### src/serial_dma_pkg.sv
// constants and types shared by the serial dma address register block
package serial_dma_pkg;

  // ************************************************************
  // widths and layout
  // ************************************************************
  localparam int APB_W = 32;
  localparam int HALF_W = 16;
  localparam int BYTE_W = 8;
  localparam int LANES = 2;
  localparam int NUM_CHANNELS = 2;
  localparam int WORD_SHIFT = 2;
  localparam int LOW_BASE_MSB = 15;
  localparam int LOW_BASE_LSB = 11;
  localparam int LOW_OFS_MSB = 10;
  localparam int LOW_OFS_LSB = 1;
  localparam int HIGH_FIELD_MSB = 4;
  localparam int HIGH_FIELD_LSB = 0;
  localparam int HIGH_FIELD_W = 5;
  localparam int UPPER_ZERO_W = 11;
  localparam int WINDOW_BITS = 11;
  localparam logic [HALF_W-1:0] LOW_WRITE_MASK = 16'hfffe;
  localparam logic [HALF_W-1:0] HIGH_WRITE_MASK = 16'h001f;
  localparam logic [APB_W-1:0] DMA_ADDR_MAX = 32'h001ffffe;

  // ************************************************************
  // register indices, byte address is four times the index
  // ************************************************************
  localparam logic [APB_W-1:0] RX_LOW_INDEX = 32'h0b000024;
  localparam logic [APB_W-1:0] RX_HIGH_INDEX = 32'h0b000026;
  localparam logic [APB_W-1:0] TX_LOW_INDEX = 32'h0b000028;
  localparam logic [APB_W-1:0] TX_HIGH_INDEX = 32'h0b00002a;
  localparam logic [HALF_W-1:0] RX_LOW_RESET = 16'hf000;
  localparam logic [HALF_W-1:0] RX_HIGH_RESET = 16'h001f;
  localparam logic [HALF_W-1:0] TX_LOW_RESET = 16'he800;
  localparam logic [HALF_W-1:0] TX_HIGH_RESET = 16'h001f;

  typedef enum {CH_RX, CH_TX} channel_type;

  localparam logic [APB_W-1:0] LOW_INDEX [NUM_CHANNELS] = '{RX_LOW_INDEX, TX_LOW_INDEX};
  localparam logic [APB_W-1:0] HIGH_INDEX [NUM_CHANNELS] = '{RX_HIGH_INDEX, TX_HIGH_INDEX};
  localparam logic [HALF_W-1:0] LOW_RESET [NUM_CHANNELS] = '{RX_LOW_RESET, TX_LOW_RESET};
  localparam logic [HALF_W-1:0] HIGH_RESET [NUM_CHANNELS] = '{RX_HIGH_RESET, TX_HIGH_RESET};

  // index to byte address on the apb side
  function automatic logic [APB_W-1:0] index_to_byte(input logic [APB_W-1:0] idx);
    return APB_W'(idx << WORD_SHIFT);
  endfunction : index_to_byte

endpackage : serial_dma_pkg

### src/chan_reg_if.sv
// carrier between the register front end and one channel's address registers
`timescale 1ns/1ns
interface chan_reg_if;
  logic wr_low;
  logic wr_high;
  logic [serial_dma_pkg::HALF_W-1:0] wdata;
  logic [serial_dma_pkg::LANES-1:0] strb;
  logic [serial_dma_pkg::HALF_W-1:0] low_q;
  logic [serial_dma_pkg::HALF_W-1:0] high_q;
  logic [serial_dma_pkg::APB_W-1:0] dma_addr;

  modport ctrl (
    output wr_low,
    output wr_high,
    output wdata,
    output strb,
    input low_q,
    input high_q,
    input dma_addr
  );
  modport chan (
    input wr_low,
    input wr_high,
    input wdata,
    input strb,
    output low_q,
    output high_q,
    output dma_addr
  );
endinterface : chan_reg_if

### src/apb_wait_state.sv
// apb access phase timing: one wait state, then pready for one cycle
`timescale 1ns/1ns
module apb_wait_state (
  input wire logic clk,
  input wire logic rst,
  input wire logic psel,
  input wire logic penable,
  output logic pready
);

  typedef enum {PHASE_IDLE, PHASE_ANSWER} phase_type;

  phase_type phase_reg;
  logic pready_reg;

  // answer on the second access cycle so read data can come from a flop
  always_ff @(posedge clk or posedge rst) begin
    if (rst) begin
      phase_reg <= PHASE_IDLE;
      pready_reg <= 1'b0;
    end else begin
      unique case (phase_reg)
        PHASE_IDLE: begin
          if (psel && penable) begin
            phase_reg <= PHASE_ANSWER;
            pready_reg <= 1'b1;
          end
        end
        PHASE_ANSWER: begin
          phase_reg <= PHASE_IDLE;
          pready_reg <= 1'b0;
        end
      endcase
    end
  end

  assign pready = pready_reg;

endmodule : apb_wait_state

### src/chan_addr_regs.sv
// one dma channel: low and high address registers and the consumer address
`timescale 1ns/1ns
module chan_addr_regs #(
  parameter logic [15:0] LOW_INIT = 16'h0000,
  parameter logic [15:0] HIGH_INIT = 16'h0000
) (
  input wire logic clk,
  input wire logic rst,
  chan_reg_if.chan bus
);

  logic [serial_dma_pkg::HALF_W-1:0] low_reg;
  logic [serial_dma_pkg::HALF_W-1:0] low_next;
  logic [serial_dma_pkg::HALF_W-1:0] high_reg;
  logic [serial_dma_pkg::HALF_W-1:0] high_next;
  logic [serial_dma_pkg::APB_W-1:0] addr_reg;

  // byte-lane merge; masks keep bit 0 and the upper high bits at zero
  always_comb begin
    low_next = low_reg;
    high_next = high_reg;
    for (int b = 0; b < serial_dma_pkg::LANES; b++) begin
      if (bus.wr_low && bus.strb[b]) begin
        low_next[b*serial_dma_pkg::BYTE_W +: serial_dma_pkg::BYTE_W] =
          bus.wdata[b*serial_dma_pkg::BYTE_W +: serial_dma_pkg::BYTE_W];
      end
      if (bus.wr_high && bus.strb[b]) begin
        high_next[b*serial_dma_pkg::BYTE_W +: serial_dma_pkg::BYTE_W] =
          bus.wdata[b*serial_dma_pkg::BYTE_W +: serial_dma_pkg::BYTE_W];
      end
    end
    low_next = low_next & serial_dma_pkg::LOW_WRITE_MASK;
    high_next = high_next & serial_dma_pkg::HIGH_WRITE_MASK;
  end

  // register storage
  always_ff @(posedge clk or posedge rst) begin
    if (rst) begin
      low_reg <= LOW_INIT & serial_dma_pkg::LOW_WRITE_MASK;
      high_reg <= HIGH_INIT & serial_dma_pkg::HIGH_WRITE_MASK;
    end else begin
      low_reg <= low_next;
      high_reg <= high_next;
    end
  end

  // consumer address follows the registers in the same cycle, top bits forced low
  always_ff @(posedge clk or posedge rst) begin
    if (rst) begin
      addr_reg <= {{serial_dma_pkg::UPPER_ZERO_W{1'b0}},
                   HIGH_INIT[serial_dma_pkg::HIGH_FIELD_MSB:serial_dma_pkg::HIGH_FIELD_LSB],
                   LOW_INIT & serial_dma_pkg::LOW_WRITE_MASK};
    end else begin
      addr_reg <= {{serial_dma_pkg::UPPER_ZERO_W{1'b0}},
                   high_next[serial_dma_pkg::HIGH_FIELD_MSB:serial_dma_pkg::HIGH_FIELD_LSB],
                   low_next};
    end
  end

  assign bus.low_q = low_reg;
  assign bus.high_q = high_reg;
  assign bus.dma_addr = addr_reg;

endmodule : chan_addr_regs

### src/serial_dma_addr_regs.sv
// apb register block holding the serial receive and transmit dma addresses
`timescale 1ns/1ns
module serial_dma_addr_regs (
  input wire logic clk,
  input wire logic rst,
  input wire logic psel,
  input wire logic penable,
  input wire logic pwrite,
  input wire logic [31:0] paddr,
  input wire logic [31:0] pwdata,
  input wire logic [3:0] pstrb,
  output logic [31:0] prdata,
  output logic pready,
  output logic pslverr,
  output logic [31:0] rx_dma_addr,
  output logic [31:0] tx_dma_addr
);

  // ************************************************************
  // declarations
  // ************************************************************
  logic pready_w;
  logic commit;
  logic capture;
  logic [serial_dma_pkg::APB_W-1:0] prdata_reg;
  logic [serial_dma_pkg::APB_W-1:0] rdata_next;
  logic pslverr_reg;
  logic miss_next;
  logic [serial_dma_pkg::HALF_W-1:0] low_q_arr [serial_dma_pkg::NUM_CHANNELS];
  logic [serial_dma_pkg::HALF_W-1:0] high_q_arr [serial_dma_pkg::NUM_CHANNELS];
  logic [serial_dma_pkg::APB_W-1:0] dma_addr_arr [serial_dma_pkg::NUM_CHANNELS];

  chan_reg_if ch_if [serial_dma_pkg::NUM_CHANNELS] ();

  // full-address compare; misaligned or foreign addresses never hit
  function automatic logic reg_hit(
    input logic [serial_dma_pkg::APB_W-1:0] addr,
    input logic [serial_dma_pkg::APB_W-1:0] index
  );
    return addr == serial_dma_pkg::index_to_byte(index);
  endfunction : reg_hit

  // ************************************************************
  // apb handshake
  // ************************************************************
  apb_wait_state u_wait (
    .clk(clk),
    .rst(rst),
    .psel(psel),
    .penable(penable),
    .pready(pready_w)
  );

  // writes land only at the edge where the master sees pready
  assign commit = psel && penable && pready_w;
  // read data and error are loaded on the wait cycle, ready with pready
  assign capture = psel && penable && !pready_w;

  // ************************************************************
  // channels
  // ************************************************************
  generate
    for (genvar g = 0; g < serial_dma_pkg::NUM_CHANNELS; g++) begin : g_chan
      // strobes decoded per channel, only the low two byte lanes matter
      assign ch_if[g].wr_low = commit && pwrite
        && reg_hit(paddr, serial_dma_pkg::LOW_INDEX[g]);
      assign ch_if[g].wr_high = commit && pwrite
        && reg_hit(paddr, serial_dma_pkg::HIGH_INDEX[g]);
      assign ch_if[g].wdata = pwdata[serial_dma_pkg::HALF_W-1:0];
      assign ch_if[g].strb = pstrb[serial_dma_pkg::LANES-1:0];
      assign low_q_arr[g] = ch_if[g].low_q;
      assign high_q_arr[g] = ch_if[g].high_q;
      assign dma_addr_arr[g] = ch_if[g].dma_addr;

      chan_addr_regs #(
        .LOW_INIT(serial_dma_pkg::LOW_RESET[g]),
        .HIGH_INIT(serial_dma_pkg::HIGH_RESET[g])
      ) u_chan (
        .clk(clk),
        .rst(rst),
        .bus(ch_if[g])
      );
    end
  endgenerate

  // ************************************************************
  // read path
  // ************************************************************
  // read mux, narrow registers sit in the low half with zeros above
  always_comb begin
    rdata_next = '0;
    miss_next = 1'b1;
    for (int c = 0; c < serial_dma_pkg::NUM_CHANNELS; c++) begin
      if (reg_hit(paddr, serial_dma_pkg::LOW_INDEX[c])) begin
        rdata_next = {{serial_dma_pkg::HALF_W{1'b0}}, low_q_arr[c]};
        miss_next = 1'b0;
      end
      if (reg_hit(paddr, serial_dma_pkg::HIGH_INDEX[c])) begin
        rdata_next = {{serial_dma_pkg::HALF_W{1'b0}}, high_q_arr[c]};
        miss_next = 1'b0;
      end
    end
  end

  // read data register; writes return zero data
  always_ff @(posedge clk or posedge rst) begin
    if (rst) begin
      prdata_reg <= '0;
    end else if (capture) begin
      prdata_reg <= pwrite ? '0 : rdata_next;
    end
  end

  // slave error for any unmapped address, cleared once the answer is gone
  always_ff @(posedge clk or posedge rst) begin
    if (rst) begin
      pslverr_reg <= 1'b0;
    end else if (capture) begin
      pslverr_reg <= miss_next;
    end else begin
      pslverr_reg <= 1'b0;
    end
  end

  assign prdata = prdata_reg;
  assign pready = pready_w;
  assign pslverr = pslverr_reg;
  // consumer addresses straight from the channel flops
  assign rx_dma_addr = dma_addr_arr[serial_dma_pkg::CH_RX];
  assign tx_dma_addr = dma_addr_arr[serial_dma_pkg::CH_TX];

  // ************************************************************
  // checks
  // ************************************************************
  // low-register write with both lanes keeps bits 15..1 of the data
  property p_rx_low_store;
    @(posedge clk) disable iff (rst)
      (commit && pwrite && pstrb[1:0] == 2'h3
       && reg_hit(paddr, serial_dma_pkg::RX_LOW_INDEX))
      |=> low_q_arr[serial_dma_pkg::CH_RX][15:1] == $past(pwdata[15:1]);
  endproperty
  a_rx_low_store: assert property (p_rx_low_store)
    else $error("rx low register did not store bits 15..1");

  // bit 0 of receive low never reads back as one
  property p_rx_low_bit0;
    @(posedge clk) disable iff (rst)
      (pready && !pwrite && reg_hit(paddr, serial_dma_pkg::RX_LOW_INDEX))
      |-> prdata[0] == 1'b0 && prdata[31:16] == 16'h0000;
  endproperty
  a_rx_low_bit0: assert property (p_rx_low_bit0)
    else $error("rx low register bit 0 read as one");

  // receive high: only bits 4..0 survive a write
  property p_rx_high_store;
    @(posedge clk) disable iff (rst)
      (commit && pwrite && pstrb[1:0] == 2'h3
       && reg_hit(paddr, serial_dma_pkg::RX_HIGH_INDEX))
      |=> high_q_arr[serial_dma_pkg::CH_RX] == {11'h000, $past(pwdata[4:0])};
  endproperty
  a_rx_high_store: assert property (p_rx_high_store)
    else $error("rx high register field wrong after write");

  // transmit low write keeps bits 15..1
  property p_tx_low_store;
    @(posedge clk) disable iff (rst)
      (commit && pwrite && pstrb[1:0] == 2'h3
       && reg_hit(paddr, serial_dma_pkg::TX_LOW_INDEX))
      |=> low_q_arr[serial_dma_pkg::CH_TX][15:1] == $past(pwdata[15:1]);
  endproperty
  a_tx_low_store: assert property (p_tx_low_store)
    else $error("tx low register did not store bits 15..1");

  // transmit low bit 0 stays zero for the four cycles after a write
  property p_tx_low_bit0;
    @(posedge clk) disable iff (rst)
      (commit && pwrite && reg_hit(paddr, serial_dma_pkg::TX_LOW_INDEX))
      |=> (low_q_arr[serial_dma_pkg::CH_TX][0] == 1'b0) [*4];
  endproperty
  a_tx_low_bit0: assert property (p_tx_low_bit0)
    else $error("tx low register bit 0 became one");

  // transmit high read shows zero above bit 4
  property p_tx_high_read;
    @(posedge clk) disable iff (rst)
      (pready && !pwrite && reg_hit(paddr, serial_dma_pkg::TX_HIGH_INDEX))
      |-> prdata[31:5] == 27'h0000000;
  endproperty
  a_tx_high_read: assert property (p_tx_high_read)
    else $error("tx high register upper bits read nonzero");

  // consumer address never leaves the documented range and stays even
  property p_addr_range;
    @(posedge clk) disable iff (rst)
      rx_dma_addr <= serial_dma_pkg::DMA_ADDR_MAX && tx_dma_addr <= serial_dma_pkg::DMA_ADDR_MAX
      && rx_dma_addr[0] == 1'b0 && tx_dma_addr[0] == 1'b0;
  endproperty
  a_addr_range: assert property (p_addr_range)
    else $error("dma address outside the allowed range");

  // transmit address is high field over low field in the same cycle
  property p_addr_concat;
    @(posedge clk) disable iff (rst)
      $changed(low_q_arr[serial_dma_pkg::CH_TX]) || $changed(high_q_arr[serial_dma_pkg::CH_TX])
      |-> tx_dma_addr == {11'h000, high_q_arr[serial_dma_pkg::CH_TX][4:0],
                          low_q_arr[serial_dma_pkg::CH_TX]};
  endproperty
  a_addr_concat: assert property (p_addr_concat)
    else $error("tx dma address does not match its registers");

  // rx address tracks its registers at all times
  property p_rx_concat;
    @(posedge clk) disable iff (rst)
      rx_dma_addr == {11'h000, high_q_arr[serial_dma_pkg::CH_RX][4:0],
                      low_q_arr[serial_dma_pkg::CH_RX]};
  endproperty
  a_rx_concat: assert property (p_rx_concat)
    else $error("rx dma address does not match its registers");

  // one wait state: pready exactly one cycle after the access phase opens
  property p_one_wait;
    @(posedge clk) disable iff (rst)
      (psel && penable && !pready) |=> pready ##1 !pready;
  endproperty
  a_one_wait: assert property (p_one_wait)
    else $error("pready did not follow the access phase by one cycle");

  // transmit high: only bits 4..0 survive a write
  property p_tx_high_store;
    @(posedge clk) disable iff (rst)
      (commit && pwrite && pstrb[1:0] == 2'h3
       && reg_hit(paddr, serial_dma_pkg::TX_HIGH_INDEX))
      |=> high_q_arr[serial_dma_pkg::CH_TX] == {11'h000, $past(pwdata[4:0])};
  endproperty
  a_tx_high_store: assert property (p_tx_high_store)
    else $error("tx high register field wrong after write");

  // an unstrobed lane keeps its byte, so partial writes cannot smear the base
  property p_rx_lane_keep;
    @(posedge clk) disable iff (rst)
      (commit && pwrite && !pstrb[1] && reg_hit(paddr, serial_dma_pkg::RX_LOW_INDEX))
      |=> low_q_arr[serial_dma_pkg::CH_RX][15:8]
          == $past(low_q_arr[serial_dma_pkg::CH_RX][15:8]);
  endproperty
  a_rx_lane_keep: assert property (p_rx_lane_keep)
    else $error("rx low register upper byte changed without its strobe");

  // receive high read shows zero above bit 4
  property p_rx_high_read;
    @(posedge clk) disable iff (rst)
      (pready && !pwrite && reg_hit(paddr, serial_dma_pkg::RX_HIGH_INDEX))
      |-> prdata[31:5] == 27'h0000000;
  endproperty
  a_rx_high_read: assert property (p_rx_high_read)
    else $error("rx high register upper bits read nonzero");

  // transmit low read: bit 0 and the upper half are zero
  property p_tx_low_read;
    @(posedge clk) disable iff (rst)
      (pready && !pwrite && reg_hit(paddr, serial_dma_pkg::TX_LOW_INDEX))
      |-> prdata[0] == 1'b0 && prdata[31:16] == 16'h0000;
  endproperty
  a_tx_low_read: assert property (p_tx_low_read)
    else $error("tx low register bit 0 read as one");

  // receive address picks up a full low write on the next cycle
  property p_rx_addr_follow;
    @(posedge clk) disable iff (rst)
      (commit && pwrite && pstrb[1:0] == 2'h3
       && reg_hit(paddr, serial_dma_pkg::RX_LOW_INDEX))
      |=> rx_dma_addr[15:1] == $past(pwdata[15:1]) && rx_dma_addr[0] == 1'b0;
  endproperty
  a_rx_addr_follow: assert property (p_rx_addr_follow)
    else $error("rx dma address missed a low register write");

  // transmit address picks up a high write in bits 20..16, nothing above
  property p_tx_addr_follow;
    @(posedge clk) disable iff (rst)
      (commit && pwrite && pstrb[1:0] == 2'h3
       && reg_hit(paddr, serial_dma_pkg::TX_HIGH_INDEX))
      |=> tx_dma_addr[20:16] == $past(pwdata[4:0]) && tx_dma_addr[31:21] == 11'h000;
  endproperty
  a_tx_addr_follow: assert property (p_tx_addr_follow)
    else $error("tx dma address missed a high register write");

  // write answers carry zero data so stale read data never leaks out
  property p_write_zero;
    @(posedge clk) disable iff (rst)
      (pready && pwrite) |-> prdata == 32'h00000000;
  endproperty
  a_write_zero: assert property (p_write_zero)
    else $error("write answer carried nonzero read data");

  // an error answer only ever comes together with ready
  property p_err_with_ready;
    @(posedge clk) disable iff (rst)
      pslverr |-> pready;
  endproperty
  a_err_with_ready: assert property (p_err_with_ready)
    else $error("slave error raised outside the ready cycle");

endmodule : serial_dma_addr_regs

### config.mk
export PLATFORM = sky130hd
export DESIGN_NAME = serial_dma_addr_regs
export DESIGN_NICKNAME = d
export VERILOG_FILES = /design/src/serial_dma_pkg.sv /design/src/chan_reg_if.sv /design/src/apb_wait_state.sv /design/src/chan_addr_regs.sv /design/src/serial_dma_addr_regs.sv
export SDC_FILE = /design/constraint.sdc
export NUM_CORES = 1
export LEC_CHECK = 0
export BUFFER_PORTS_ARGS = -buffer_cell sky130_fd_sc_hd__buf_2
export CAP_MARGIN = 20
export CORE_MARGIN = 2
export CORE_UTILIZATION = 30
export CTS_BUF_LIST = sky130_fd_sc_hd__clkbuf_16
export DETAILED_ROUTE_END_ITERATION = 16
export GPL_TIMING_DRIVEN = 1
export HOLD_SLACK_MARGIN = 0.08
export PLACE_DENSITY_LB_ADDON = 0.25
export SETUP_SLACK_MARGIN = 0.4
export SLEW_MARGIN = 40
export SYNTH_ARGS = -nofsm -noshare
export SYNTH_HDL_FRONTEND = slang
export SYNTH_SLANG_ARGS = --single-unit
### constraint.sdc
create_clock -name clk -period 3.34 [get_ports clk]
set_input_delay 0.501 -clock clk [delete_from_list [all_inputs] [get_ports clk]]
set_output_delay 0.501 -clock clk [all_outputs]
set_load 0.02 [all_outputs]
==> reports/qor.yml <==
cts:
  clock_latency_ns: 0.32
  cts_buffers: 9
  cts_tree: "yes"
  cts_repair_resize_count: 0
  clock_sinks: 58
  cts_setup_buffers: 0
  hold_buffers: 0
  htree_levels: 3
  ctsRootBufferMaster: "clkbuf_16"
  clkTransAtPathRegs_ns: 0.05
  clk_path_buf_depth: 2
logic_synthesis:
  synthTopCellsByArea: "dfrtp_1 (33%), dfstp_2 (16%), mux2_2 (16%)"
  synth_most_common_cell: "mux2_2"
  ys_ff_latch: 58
  synth_top_cell_by_area: "dfrtp_1"
  synth-main-ff-cell: "dfrtp_1"
  yosys.area_share.adder_pct: 0
  synth_top_area_share_pct: 32.91
  synth_top_family_by_area: "multiplexers"
  syn_area_sq_mm: 0.003042
  synth-simple-area-share_pct: 13.12
  synth_seq_area_share_pct: 48.46
  synthArstFlopShare_pct: 100.0
  synth_area_per_cell_sq_um: 12.94
  ys_types: 36
  synth_xor_area_share_pct: 0
  synthTopCellsByCount: "mux2_2 (42), buf_4 (40), dfrtp_1 (40)"
  synth_cells: 235
  synthMuxAreaShare_pct: 16.29
  synth-compound-area-share_pct: 10.61
  yosysWarnings: 0
  synth_edf_count: 0
route:
  drt_wl_total_mm: 7.652
  avgViaCountPerCell: 4.502
  wire_per_inst_um: 15.55
  ant_nets: 0
  drc: 0
  drtPass1Iterations: 4
  drt_iter0_drc: 72
  vias: 2215
global_routing:
  grt_overflow: 0
  grtUsageTotal_pct: 14.19
  grt_pass1_vias: 2171
  antenna_found_initial: 0
  grt_max_degree: 42
  grt_pass1_wl_mm: 11.90
die:
  fp.coreArea_sq_mm: 0.009819
  die_y_um: 104.7
  die_w_um: 104.7
  ios: 171
  die_area_sq_mm: 0.01096
  initial_core_util_pct: 30.98
  rows: 36
pwr:
  peakVddDrop_uv: 310.0
  p_leak_nw: 2.069
  powerDensity_mw_per_mm2: 457.9
  total_power_w: 0.001809
placement:
  gp_congestion: 0.7185
  dp_slack_ns: 0.7643
  placed_cell_area_sq_mm: 0.003631
  hpwl_mm: 5.715
  io_buffers: 112
finish:
  fin_area_sq_mm: 0.003950
  final_nets: 427
  n_fill_cell: 955
  drive_gt1_share_pct: 61.00
  antenna_cells: 0
  area_growth_pct: 29.86
  largest_register_ffs: 40
run:
  drv_cap: 0
setup_path:
  criticalPathCategory: "flip-flop to flip-flop"
  cp-start-kind: "flip-flop"
  cp.required_ns: 3.59
  crit_fanout: 21
  end_kind: "flip-flop"
  cp.arrival_ns: 2.50
timing:
  fmax_mhz: 443.8
  tightestPinTransition_ns: 0.6979
  rsz0062_at_grt: "false"
  finalHoldViolCount: 0
  max_slew_margin_pct: 53.47
  maxSlewViolCount: 0
  fin_crit_ns: 2.253
  setup_viol: 0
  fin_crit_sh_pct: 67.46
  finalSetupTns_ns: 0
  finalClockSkew_ns: 0.005190
  setup_slack_ns: 1.087
status:
  status: "finished clean"
min_path:
  hold_class: "primary input to async pin"
cells in the final DEF, fill, tap and decap left out, types with 2 or more instances in the layout:
cell type,n
bufinv_16,2
clkinv_2,2
and4bb_2,2
mux2_1,2
nor3_4,2
dfstp_2,18
nor4_1,5
o21ai_2,10
a32o_1,4
nand3_1,2
nor2_1,2
o2bb2ai_1,4
dfrtp_1,40
nor4b_4,2
mux2_2,42
nand4_1,2
nand2_1,12
conb_1,40
a22o_1,2
clkinvlp_4,2
buf_2,112
buf_4,5
nor4_4,5
clkbuf_16,9
a22oi_1,16
stage by stage:
step                      cells  utilization, %  hold WS [ns]
after CTS                   492           40.23        0.2288
after global routing        492           40.23        0.2608
after detailed placement    476           36.98        0.4609
after floorplan             274               -        0.6041
final                       492           40.23        0.2194
after global placement      476           36.95        0.4590
worst paths after layout:
| kind | depth (start not counted) | slack [ns] | endpoint | startpoint |
|---|---|---|---|---|
| min | 2 | 0.22 | g_chan[1].u_chan.bus.dma_addr[3]$_DFFE_PP0P_ | rst |
| max reg2reg | 5 | 1.09 | prdata[9]$_DFFE_PP0P_ | u_wait.pready$_DFFE_PP0P_ |
| min in group clk | 2 | 0.42 | g_chan[0].u_chan.bus.dma_addr[11]$_DFFE_PP0P_ | pwdata[11] |
| max in group asynchronous | 3 | 2.43 | g_chan[1].u_chan.bus.dma_addr[13]$_DFFE_PP1P_ | rst |
| min reg2reg | 2 | 0.47 | prdata[10]$_DFFE_PP0P_ | prdata[10]$_DFFE_PP0P_ |
| max | 5 | 1.09 | prdata[9]$_DFFE_PP0P_ | u_wait.pready$_DFFE_PP0P_ |
cell families after synthesis:
group / after synthesis
other: 1
DFF: 58
buffers and inverters: 50
and+or+nand+nor: 43
AOI/OAI and AO/OA: 39
muxes: 44
final cells by class:
| class | count | area, sq um | share of cell area (%) |
|---|---|---|---|
| clock buffer | 9 | 225.2 | 5.702 |
| clock inverter | 7 | 93.84 | 2.376 |
| inverter | 2 | 10.01 | 0.2534 |
| multi-input combinational | 166 | 1383 | 35.00 |
| sequential | 58 | 1474 | 37.31 |
| tap | 133 | 166.4 | 4.213 |
| timing repair buffer | 117 | 598.1 | 15.14 |
power by group:
group | switching [W] | internal, W
Clock | 0.000326 | 0.000650
Sequential | 0.000000511 | 0.000706
Combinational | 0.0000913 | 0.0000351
routing by layer:
metal / share of wire (%) / global-route usage, % / vias up
met1: 41 / 16.99 / 1076
met5: 0 / 0 / -
li1: - / - / 1026
met3: 7.8 / 4.741 / 9
met4: 1.7 / 5.429 / 0
met2: 50 / 23.62 / 104
worst max-delay path, cell delays in order, from the launching register on:
cell and delay, ns:
dfrtp_1 0.38, nand3b_1 0.16, buf_4 0.22, nor2_1 0.33
or4b_1 0.83, o21ai_2 0.24
Note: power is estimated with default switching activity, not from simulation.
